### config.mk
export PLATFORM = sky130hd
export DESIGN_NAME = bsd_boot_strap_decoder
export DESIGN_NICKNAME = d
export VERILOG_FILES = /design/src/hdl/bsd_pkg.sv /design/src/hdl/bsd_boot_strap_decoder.sv /design/src/hdl/bsd_wait_timer.sv /design/src/hdl/bsd_boot_decode.sv
export SDC_FILE = /design/constraint.sdc
export NUM_CORES = 1
export LEC_CHECK = 0
export BUFFER_PORTS_ARGS = -buffer_cell sky130_fd_sc_hd__buf_2
export CAP_MARGIN = 20
export CORE_ASPECT_RATIO = 1.2
export CORE_UTILIZATION = 55
export CTS_CLUSTER_DIAMETER = 60
export DETAILED_ROUTE_END_ITERATION = 8
export PLACE_DENSITY = 0.88
export SLEW_MARGIN = 20
export SYNTH_ARGS = -nofsm -noshare
export SYNTH_HDL_FRONTEND = slang
export SYNTH_SLANG_ARGS = --single-unit
### constraint.sdc
create_clock -name core_clk -period 6.64 [get_ports core_clk]
set_input_delay 1.328 -clock core_clk [delete_from_list [all_inputs] [get_ports core_clk]]
set_output_delay 1.328 -clock core_clk [all_outputs]
set_load 0.02 [all_outputs]
### src/hdl/bsd_pkg.sv
/*
  Constants, register map and enumerations for the boot strap decoder.
  Assumes a 50 MHz core clock and a 32-bit Avalon-MM register slave.
*/
`default_nettype none
package bsd_pkg;
  // ************************************************************
  // register offsets (byte addresses)
  // ************************************************************
  localparam logic [3:0] BSD_REG_STRAP = 4'h0;
  localparam logic [3:0] BSD_REG_BOOT = 4'h4;
  localparam logic [3:0] BSD_REG_STATUS = 4'h8;
  localparam logic [3:0] BSD_REG_SCRATCH = 4'hC;
  // ************************************************************
  // strap register fields
  // ************************************************************
  localparam int BSD_F_TEST_EN = 0;
  localparam int BSD_F_DBG_SEL = 1;
  localparam int BSD_F_POR_EN = 2;
  localparam int BSD_F_CPU_BYP = 3;
  localparam int BSD_F_PLL_PD = 4;
  localparam int BSD_F_PLL_BYP = 5;
  localparam int BSD_F_SW_LO = 6;
  localparam int BSD_F_WAIT_LONG = 9;
  localparam int BSD_F_SRC_LO = 10;
  localparam int BSD_F_USB_N = 12;
  localparam int BSD_F_SD_N = 13;
  // status fields
  localparam int BSD_F_WAIT_DONE = 0;
  localparam int BSD_F_CAPTURED = 1;
  localparam int BSD_F_PLL_WARN = 2;
  localparam logic [31:0] BSD_UNMAPPED = 32'h0000_0000;
  // ************************************************************
  // boot source encodings
  // ************************************************************
  localparam logic [1:0] BSD_SRC_SPI_SEC = 2'h0;
  localparam logic [1:0] BSD_SRC_NAND = 2'h1;
  localparam logic [1:0] BSD_SRC_EMMC = 2'h2;
  localparam logic [1:0] BSD_SRC_SPI_CLR = 2'h3;
  typedef enum logic [2:0] {
    BSD_BOOT_SPI_SECURE,
    BSD_BOOT_NAND,
    BSD_BOOT_EMMC,
    BSD_BOOT_SPI_CLEAR,
    BSD_BOOT_USB,
    BSD_BOOT_SDCARD
  } bsd_boot_e;
  // ************************************************************
  // timing
  // ************************************************************
  localparam int BSD_CLK_HZ = 50_000_000;
  localparam int BSD_WAIT_SHORT_MS = 2;
  localparam int BSD_WAIT_LONG_MS = 20;
  localparam int BSD_WAIT_SHORT_CYC = BSD_CLK_HZ / 1000 * BSD_WAIT_SHORT_MS;
  localparam int BSD_WAIT_LONG_CYC = BSD_CLK_HZ / 1000 * BSD_WAIT_LONG_MS;
  localparam int BSD_WAIT_W = 20;
endpackage : bsd_pkg
`default_nettype wire

### src/hdl/bsd_boot_strap_decoder.sv
/*
  Boot strap decoder top: captures straps at reset release, drives the
  decoded configuration to internal consumers, exposes it over Avalon-MM.
  Assumes strap pins are static near reset release and synchronous to
  core_clk; rst is the system reset input.
*/
`default_nettype none
module bsd_boot_strap_decoder (
  input wire logic core_clk,
  input wire logic rst,
  // strap pins
  input wire logic test_enable_strap,
  input wire logic debug_port_select_strap,
  input wire logic por_enable_strap,
  input wire logic cpu_reset_bypass,
  input wire logic pll_power_down,
  input wire logic pll_bypass,
  input wire logic [2:0] software_strap,
  input wire logic [1:0] boot_source_strap,
  input wire logic reset_wait_long_strap,
  input wire logic usb_boot_request_n,
  input wire logic sdcard_boot_request_n,
  // decoded outputs
  output logic sys_reset,
  output logic scan_test_enable,
  output logic jtag_to_debug,
  output logic factory_jtag,
  output logic por_gen_enable,
  output logic cpu_reset_logic_bypass,
  output logic pll_powered_down,
  output logic pll_bypassed,
  output logic [2:0] boot_select,
  output logic reset_wait_done,
  // avalon-mm slave
  input wire logic [3:0] avs_address,
  input wire logic avs_read,
  input wire logic avs_write,
  input wire logic [31:0] avs_writedata,
  input wire logic [3:0] avs_byteenable,
  output logic [31:0] avs_readdata,
  output logic avs_waitrequest
);
  // ************************************************************
  // strap capture
  // ************************************************************
  logic captured_q;
  logic cap_pulse;
  logic test_en_q;
  logic dbg_sel_q;
  logic por_en_q;
  logic cpu_byp_q;
  logic pll_pd_q;
  logic pll_byp_q;
  logic [2:0] sw_q;
  logic [1:0] src_q;
  logic wait_long_q;
  logic usb_n_q;
  logic sd_n_q;
  bsd_pkg::bsd_boot_e boot_sel;
  logic wait_done;

  // first clock after release samples pins; async reset only loads constants
  assign cap_pulse = !captured_q;

  always_ff @(posedge core_clk or posedge rst) begin
    if (rst) begin
      captured_q <= 1'b0;
    end else begin
      captured_q <= 1'b1;
    end
  end

  // reset values are the documented pull defaults
  always_ff @(posedge core_clk or posedge rst) begin
    if (rst) begin
      test_en_q <= 1'b0;
      dbg_sel_q <= 1'b0;
      por_en_q <= 1'b1;
      cpu_byp_q <= 1'b0;
      pll_pd_q <= 1'b0;
      pll_byp_q <= 1'b0;
      sw_q <= 3'h0;
      src_q <= bsd_pkg::BSD_SRC_EMMC;
      wait_long_q <= 1'b0;
      usb_n_q <= 1'b1;
      sd_n_q <= 1'b1;
    end else if (cap_pulse) begin
      test_en_q <= test_enable_strap;
      dbg_sel_q <= debug_port_select_strap;
      por_en_q <= por_enable_strap;
      cpu_byp_q <= cpu_reset_bypass;
      pll_pd_q <= pll_power_down;
      pll_byp_q <= pll_bypass;
      sw_q <= software_strap;
      src_q <= boot_source_strap;
      wait_long_q <= reset_wait_long_strap;
      usb_n_q <= usb_boot_request_n;
      sd_n_q <= sdcard_boot_request_n;
    end
  end

  // ************************************************************
  // decode
  // ************************************************************
  bsd_boot_decode u_decode (
    .src(src_q),
    .usb_boot_request_n(usb_n_q),
    .sdcard_boot_request_n(sd_n_q),
    .boot(boot_sel)
  );

  bsd_wait_timer u_wait (
    .core_clk(core_clk),
    .rst(rst),
    .start(cap_pulse),
    .length(reset_wait_long_strap ?
      bsd_pkg::BSD_WAIT_W'(bsd_pkg::BSD_WAIT_LONG_CYC) :
      bsd_pkg::BSD_WAIT_W'(bsd_pkg::BSD_WAIT_SHORT_CYC)),
    .done(wait_done)
  );

  always_ff @(posedge core_clk or posedge rst) begin
    if (rst) begin
      sys_reset <= 1'b1;
    end else begin
      sys_reset <= 1'b0;
    end
  end

  always_ff @(posedge core_clk or posedge rst) begin
    if (rst) begin
      scan_test_enable <= 1'b0;
      jtag_to_debug <= 1'b1;
      factory_jtag <= 1'b0;
      por_gen_enable <= 1'b1;
      cpu_reset_logic_bypass <= 1'b0;
      pll_powered_down <= 1'b0;
      pll_bypassed <= 1'b0;
      boot_select <= 3'h0;
      reset_wait_done <= 1'b0;
    end else begin
      scan_test_enable <= test_en_q;
      jtag_to_debug <= !test_en_q && !dbg_sel_q;
      factory_jtag <= dbg_sel_q;
      por_gen_enable <= por_en_q;
      cpu_reset_logic_bypass <= cpu_byp_q;
      pll_powered_down <= pll_pd_q;
      pll_bypassed <= pll_byp_q;
      boot_select <= boot_sel;
      reset_wait_done <= wait_done;
    end
  end

  // ************************************************************
  // avalon-mm slave
  // ************************************************************
  logic ack_q;
  logic [31:0] scratch_q;
  logic [31:0] rd_d;

  // one wait state: request taken on the edge where ack_q is high
  assign avs_waitrequest = (avs_read || avs_write) && !ack_q;

  always_ff @(posedge core_clk or posedge rst) begin
    if (rst) begin
      ack_q <= 1'b0;
    end else begin
      ack_q <= (avs_read || avs_write) && !ack_q;
    end
  end

  always_comb begin
    rd_d = bsd_pkg::BSD_UNMAPPED;
    if (avs_address == bsd_pkg::BSD_REG_STRAP) begin
      rd_d[bsd_pkg::BSD_F_TEST_EN] = test_en_q;
      rd_d[bsd_pkg::BSD_F_DBG_SEL] = dbg_sel_q;
      rd_d[bsd_pkg::BSD_F_POR_EN] = por_en_q;
      rd_d[bsd_pkg::BSD_F_CPU_BYP] = cpu_byp_q;
      rd_d[bsd_pkg::BSD_F_PLL_PD] = pll_pd_q;
      rd_d[bsd_pkg::BSD_F_PLL_BYP] = pll_byp_q;
      rd_d[bsd_pkg::BSD_F_SW_LO +: 3] = sw_q;
      rd_d[bsd_pkg::BSD_F_WAIT_LONG] = wait_long_q;
      rd_d[bsd_pkg::BSD_F_SRC_LO +: 2] = src_q;
      rd_d[bsd_pkg::BSD_F_USB_N] = usb_n_q;
      rd_d[bsd_pkg::BSD_F_SD_N] = sd_n_q;
    end else if (avs_address == bsd_pkg::BSD_REG_BOOT) begin
      rd_d[2:0] = boot_sel;
    end else if (avs_address == bsd_pkg::BSD_REG_STATUS) begin
      rd_d[bsd_pkg::BSD_F_WAIT_DONE] = wait_done;
      rd_d[bsd_pkg::BSD_F_CAPTURED] = captured_q;
      // flag only: the board is expected to avoid this pairing
      rd_d[bsd_pkg::BSD_F_PLL_WARN] = pll_pd_q && !pll_byp_q;
    end else if (avs_address == bsd_pkg::BSD_REG_SCRATCH) begin
      rd_d = scratch_q;
    end
  end

  always_ff @(posedge core_clk or posedge rst) begin
    if (rst) begin
      avs_readdata <= 32'h0000_0000;
    end else if (avs_read && !ack_q) begin
      avs_readdata <= rd_d;
    end
  end

  // scratch is the only writable word; strap fields are read-only
  always_ff @(posedge core_clk or posedge rst) begin
    if (rst) begin
      scratch_q <= 32'h0000_0000;
    end else if (avs_write && ack_q &&
                 avs_address == bsd_pkg::BSD_REG_SCRATCH) begin
      for (int i = 0; i < 4; i++) begin
        if (avs_byteenable[i]) begin
          scratch_q[i*8 +: 8] <= avs_writedata[i*8 +: 8];
        end
      end
    end
  end
endmodule : bsd_boot_strap_decoder
`default_nettype wire

### src/hdl/bsd_wait_timer.sv
/*
  Reset wait timer: counts the chosen wait after strap capture.
  Assumes start is a one-cycle pulse in the core clock domain.
*/
`default_nettype none
module bsd_wait_timer (
  input wire logic core_clk,
  input wire logic rst,
  input wire logic start,
  input wire logic [bsd_pkg::BSD_WAIT_W-1:0] length,
  output logic done
);
  logic [bsd_pkg::BSD_WAIT_W-1:0] cnt_q;
  logic run_q;

  always_ff @(posedge core_clk or posedge rst) begin
    if (rst) begin
      cnt_q <= '0;
      run_q <= 1'b0;
      done <= 1'b0;
    end else if (start) begin
      cnt_q <= length;
      run_q <= 1'b1;
      done <= 1'b0;
    end else if (run_q) begin
      if (cnt_q <= bsd_pkg::BSD_WAIT_W'(1)) begin
        run_q <= 1'b0;
        done <= 1'b1;
      end else begin
        cnt_q <= cnt_q - bsd_pkg::BSD_WAIT_W'(1);
      end
    end
  end
endmodule : bsd_wait_timer
`default_nettype wire

### src/hdl/bsd_boot_decode.sv
/*
  Boot source decoder: combines override requests with the source straps.
  Assumes all inputs are already latched values.
*/
`default_nettype none
module bsd_boot_decode (
  input wire logic [1:0] src,
  input wire logic usb_boot_request_n,
  input wire logic sdcard_boot_request_n,
  output bsd_pkg::bsd_boot_e boot
);
  always_comb begin
    // usb override ranks above sd: the button is the deliberate act
    if (!usb_boot_request_n) begin
      boot = bsd_pkg::BSD_BOOT_USB;
    end else if (!sdcard_boot_request_n) begin
      boot = bsd_pkg::BSD_BOOT_SDCARD;
    end else begin
      case (src)
        bsd_pkg::BSD_SRC_SPI_SEC: boot = bsd_pkg::BSD_BOOT_SPI_SECURE;
        bsd_pkg::BSD_SRC_NAND: boot = bsd_pkg::BSD_BOOT_NAND;
        bsd_pkg::BSD_SRC_EMMC: boot = bsd_pkg::BSD_BOOT_EMMC;
        default: boot = bsd_pkg::BSD_BOOT_SPI_CLEAR;
      endcase
    end
  end
endmodule : bsd_boot_decode
`default_nettype wire

==> flow_metrics.tcl, run 1 <==
set metrics [dict create \
    drc 0 \
    hpwl_um 6930 \
    die-area_um2 8930 \
    cpPeakStageDelay_ns 0.18 \
    cts.repair.resized 0 \
    postSynthAreaPerCell_um2 12.0 \
    pre_cts_slack_ns 3.51 \
    path_max_fanout 2 \
    cts_root_buf "clkbuf_8" \
    clock-sinks 114 \
    layout-drive-gt1-share_pct 39.7 \
    synth_top_cell_area_share_pct 56.9 \
    postLayoutCoreUtil_pct 72.2 \
    path_class "in2out" \
    synthCells 391 \
    ys_top_cells_by_area "dfrtp_1 57%, mux2_2 11%, nand2_1 4.9%, dfstp_2 3.9%, o21ai_0 3.2%" \
    cts_tree "yes" \
    rows 36 \
    worstPathArrival_ns 1.76 \
    postCtsHoldBufs 0 \
    fin_area_um2 5920 \
    synth-seq-cells 114 \
    fin_nets 558 \
    synth_cell_types 44 \
    worst_slew_pin_slew_ns 1.00 \
    track_usage_pct 27.0 \
    worst-r2r-cell-count 5 \
    ys_seq_area_share_pct 60.8 \
    ys.flop_type "dfrtp_1" \
    cts_max_path_buffers 2 \
    io_pins 103 \
    multi_input_area_um2 1760 \
    avgRoutedWirePerCell_um 18.1 \
    cpMaxStageDelayCell "buf_2" \
    critPathLaunchType "primary input" \
    setup_viol 0 \
    cts_setup_buffers 0 \
    leakagePower_uw 0.00278 \
    crit_required_ns 5.31 \
    numCtsBuffers 17 \
    clkLatencyLatePin_ns 0.52 \
    status "completed" \
    dpl-instance-area_um2 5320 \
    hold_violations 0 \
    vias 3540 \
    htreeDepth 4 \
    die_x_um 86.5 \
    grt_max_degree 91 \
    fin_skew_ns 0.00516 \
    ff_latch_area_um2 2860 \
    gp_congestion 0.837 \
    power.total_uw 1890 \
    holdPathStages 0 \
    synth_common_cells "107 x dfrtp_1, 61 x nand2_1, 45 x mux2_2" \
    grt_pass1_vias 3562 \
    synth_edf_count 0 \
    vias_per_cell 5.66 \
    synth_nets 451 \
    path_clk_slew_ns 0.05 \
    fillers 532 \
    rsz0062_at_grt "no" \
    yosys_warnings 0 \
    slew_viol_final 0 \
    syn_area_um2 4710 \
    period_needed_ns 3.09 \
    synth_area_leader_cell "dfrtp_1" \
    max_freq_mhz 324 \
    initial_core_util_pct 57.4 \
    drt_iter0_markers 224 \
    wl_um 11300 \
    insertedDiodeCount 0 \
    die_h_um 103 \
    hp-class "reg2reg" \
    post-route-period-util_pct 46.5 \
    firstDrtPassIters 4 \
    ir_drop_uv 195 \
    synth.most_common_cell "dfrtp_1" \
    ant_nets 0 \
    grt_overflow 0 \
    core_area_um2 8200 \
    io_buffers 102 \
    grt_pass1_wl_um 17700 \
    crit_chain "buf_2, nor2_1, nor2_1, buf_2" \
    power_density_nw_per_um2 320 \
    async_flop_share_pct 100 \
    fin_ws_ns 3.55 \
    slew_headroom_pct 33.3 \
    syn_to_final_growth_pct 25.8 \
    antenna_found_initial 0 \
    crit_path_end_kind "output pin" \
    maxCapViolCount 0 \
    fin_setup_tns_ns 0 \
]
[registers in the layout, summed over array words and instances (netlist names), 2 cells and up]
register,cells
avs_readdata,32
boot_select,3
scratch_q,32
src_q,2
sw_q,3
u_wait.cnt_q,20
[logic make-up (layout without fill, tap and decap cells)]
| logic type | count (synthesis) | count (layout) | share of synthesized area [%] |
|---|---|---|---|
| compound gates | 74 | 74 | 9.68 |
| xor+xnor | 15 | 15 | 2.79 |
| fa+ha+maj | 2 | 2 | 0.532 |
| buf+inv | 24 | 144 | 2.21 |
| flops | 114 | 114 | 60.8 |
| mux | 48 | 48 | 12.2 |
| other cells | 2 | 2 | 0.160 |
| simple gates | 112 | 112 | 11.6 |
[layer usage]
layer	up-vias	GRT usage [%]	wire, um
li1	1596	-	-
met1	1770	31.9	4450
met2	140	44.7	5820
met3	34	7.86	634
met4	0	15.1	372
met5	-	0	0
[through the flow]
stage / cells / hold slack (ns)
floorplan: 391 / 0.357
global placement: 592 / 0.371
CTS: 624 / 0.373
detailed placement: 592 / 0.371
global route: 625 / 0.381
finish: 625 / 0.373
[worst paths after layout]
path / from / slack [ns] / endpoint
max in group asynchronous: rst / 4.81 / avs_readdata[7]
max: avs_read / 3.55 / avs_waitrequest
max reg2reg: u_wait.cnt_q[18] / 4.08 / u_wait.cnt_q[0]
min reg2reg: por_en_q / 0.37 / por_gen_enable
min in group asynchronous: rst / 0.76 / boot_select[0]
min: por_en_q / 0.37 / por_gen_enable
[power by group]
| part | leakage [uW] | switching, uW | internal, uW |
|---|---|---|---|
| logic | 0.00103 | 106 | 82.5 |
| clock network | 0.000295 | 303 | 598 |
| registers | 0.00146 | 44.9 | 759 |
| total | 0.00278 | 454 | 1440 |
[worst max-delay path: cells and delay by family]
family / cells / cell delay (ns)
and+or+nand+nor: 2 / 0.15
buffers and inverters: 2 / 0.27
[layout make-up]
type | count | area share, %
Sequential cell | 114 | 48.3
Multi-Input combinational cell | 253 | 29.6
Timing Repair Buffer | 106 | 9.15
Inverter | 6 | 0.423
Tap cell | 114 | 2.41
Clock buffer | 22 | 7.82
Clock inverter | 10 | 2.22
[placed cells by master (no fill, tap or decap), drive strengths merged, types with 4 or more instances in the layout]
cell,Yosys,routed
dfstp,7,7
inv,5,5
dfrtp,107,107
a31oi,4,4
a21oi,13,13
nand3,4,4
nor4,6,6
o21ai,30,30
buf,4,106
xnor2,15,15
or4,4,4
nor3,7,7
nor2,14,14
clkinv,1,7
nand2,61,61
mux2,45,45
clkbuf,13,22
a22oi,11,11
or3,5,5
Note: power is estimated with default switching activity, not from simulation.
==> run 2, diff against run 1 <==
--- a/config.mk
+++ b/config.mk
@@ -8,10 +8,10 @@
 export BUFFER_PORTS_ARGS = -buffer_cell sky130_fd_sc_hd__buf_2
 export CAP_MARGIN = 20
 export CORE_ASPECT_RATIO = 1.2
-export CORE_UTILIZATION = 55
+export CORE_UTILIZATION = 54
 export CTS_CLUSTER_DIAMETER = 60
 export DETAILED_ROUTE_END_ITERATION = 8
-export PLACE_DENSITY = 0.88
+export PLACE_DENSITY = 0.86
 export SLEW_MARGIN = 20
 export SYNTH_ARGS = -nofsm -noshare
 export SYNTH_HDL_FRONTEND = slang
==> constraint.sdc (replaced) <==
create_clock -name core_clk -period 3.18 [get_ports core_clk]
set_input_delay 0.636 -clock core_clk [delete_from_list [all_inputs] [get_ports core_clk]]
set_output_delay 0.636 -clock core_clk [all_outputs]
set_load 0.02 [all_outputs]
==> run 2 against run 1 <==
- non-clock buffer count increased by 2
- worst hold slack got worse by 0.098 ns
- die area increased by 1.8%
- global-route usage increased by 0.19 points
- critical endpoint is now u_wait.cnt_q[0]
- largest power group unchanged
==> flow_metrics.tcl, run 2 (synthesis gave the netlist of run 1 again) <==
set metrics [dict create \
    vias 3531 \
    die-area_um2 9100 \
    status "completed" \
    multi_input_area_um2 1760 \
    fin_nets 560 \
    clock-sinks 114 \
    numCtsBuffers 17 \
    hpwl_um 7440 \
    cpPeakStageDelay_ns 0.70 \
    io_buffers 102 \
    slew_headroom_pct 40.7 \
    antenna_found_initial 0 \
    final_cell_mix "107 x dfrtp_1, 102 x buf_2, 61 x nand2_1" \
    hold_violations 0 \
    hp-class "in2async" \
    worstPathArrival_ns 2.97 \
    critPathLaunchType "flip-flop" \
    wl_um 11300 \
    fin_skew_ns 0.00517 \
    initial_core_util_pct 56.8 \
    clkLatencyLatePin_ns 0.52 \
    slew_viol_final 0 \
    vias_per_cell 5.63 \
    largestRegisters "avs_readdata (32), scratch_q (32), u_wait.cnt_q (20)" \
    postCtsHoldBufs 0 \
    final_common_cell "dfrtp_1" \
    cts_setup_buffers 0 \
    crit_path_end_kind "flip-flop" \
    max_freq_mhz 391 \
    die_x_um 87.2 \
    cpMaxStageDelayCell "nor2_1" \
    drc 0 \
    ir_drop_uv 476 \
    fin_setup_tns_ns 0 \
    top_layer_used "met4" \
    worst-r2r-cell-count 5 \
    grt_max_degree 72 \
    ff_latch_area_um2 2860 \
    cts.repair.resized 0 \
    setup_viol 0 \
    grt_pass1_vias 3695 \
    grt_pass1_wl_um 18200 \
    rsz0062_at_grt "no" \
    cts_root_buf "clkbuf_8" \
    io_pins 103 \
    htreeDepth 4 \
    rows 36 \
    core_area_um2 8290 \
    ant_nets 0 \
    cts_tree "yes" \
    crit_chain "or3_2, nor2_1, nand3_1, and3_1, o21a_1" \
    path_clk_slew_ns 0.06 \
    die_h_um 104 \
    fillers 581 \
    firstDrtPassIters 4 \
    worst_slew_pin_slew_ns 0.887 \
    period_needed_ns 2.56 \
    grt_overflow 0 \
    route.met2.wl_um 5830 \
    post-route-period-util_pct 80.5 \
    avgRoutedWirePerCell_um 18.0 \
    syn_to_final_growth_pct 26.3 \
    gp_congestion 0.891 \
    path_class "reg2reg" \
    insertedDiodeCount 0 \
    track_usage_pct 27.2 \
    wl_met1_um 4270 \
    maxCapViolCount 0 \
    dr_wl_met3_um 612 \
    drt_iter0_markers 220 \
    power.total_uw 3960 \
    power_density_nw_per_um2 666 \
    path_max_fanout 15 \
    leakagePower_uw 0.00278 \
    cts_max_path_buffers 2 \
    layout-drive-gt1-share_pct 40.2 \
    crit_required_ns 3.59 \
]
==> run 2: report_power, final <==
group          leakage [uW]  internal, uW  switching, uW
Sequential          0.00146          1590           96.1
Combinational       0.00103           174            214
Clock              0.000297          1270            624
Total               0.00278          3030            934
==> run 2: per-layer routing <==
| metal | up-vias | track usage [%] |
|---|---|---|
| met2 | 147 | 43.9 |
| met3 | 46 | 7.78 |
| li1 | 1611 | - |
| met4 | 0 | 17.0 |
| met5 | - | 0 |
| met1 | 1727 | 31.5 |
==> run 2: path summary, 6_finish.rpt <==
kind	from	endpoint	slack [ns]
worst max register to register	u_wait.cnt_q[16]	u_wait.cnt_q[0]	0.62
max in group asynchronous	rst	wait_long_q	2.20
worst min-delay path	rst	u_wait.cnt_q[15]	0.28
worst max-delay path	u_wait.cnt_q[16]	u_wait.cnt_q[0]	0.62
min in group core_clk	avs_writedata[27]	scratch_q[27]	0.35
worst min register to register	por_en_q	por_gen_enable	0.38
==> run 2: area by class of cell <==
class                           count  area share, %
Multi-Input combinational cell    253           29.5
Clock inverter                     10           2.19
Inverter                            6          0.442
Tap cell                          114           2.40
Timing Repair Buffer              108           9.35
Sequential cell                   114           48.1
Clock buffer                       22           7.96
==> run 2: worst max-delay path: cells and delay by family, from the launching register on <==
| family | cells | cell delay (ns) |
|---|---|---|
| DFF | 1 | 0.41 |
| and+or+nand+nor | 4 | 1.88 |
| AOI/OAI and AO/OA | 1 | 0.16 |
==> run 2: metrics by stage <==
step	worst slack, ns	hold slack (ns)	util, %	instance area [um^2]	cells
2_1_floorplan	1.05	0.357	-	4710	391
3_3_place_gp	0.784	0.371	64.4	5340	595
3_5_place_dp	0.726	0.378	64.4	5340	595
4_1_cts	0.687	0.278	71.7	5940	627
5_1_grt	0.508	0.324	71.7	5940	627
6_report	0.619	0.275	71.7	5940	627
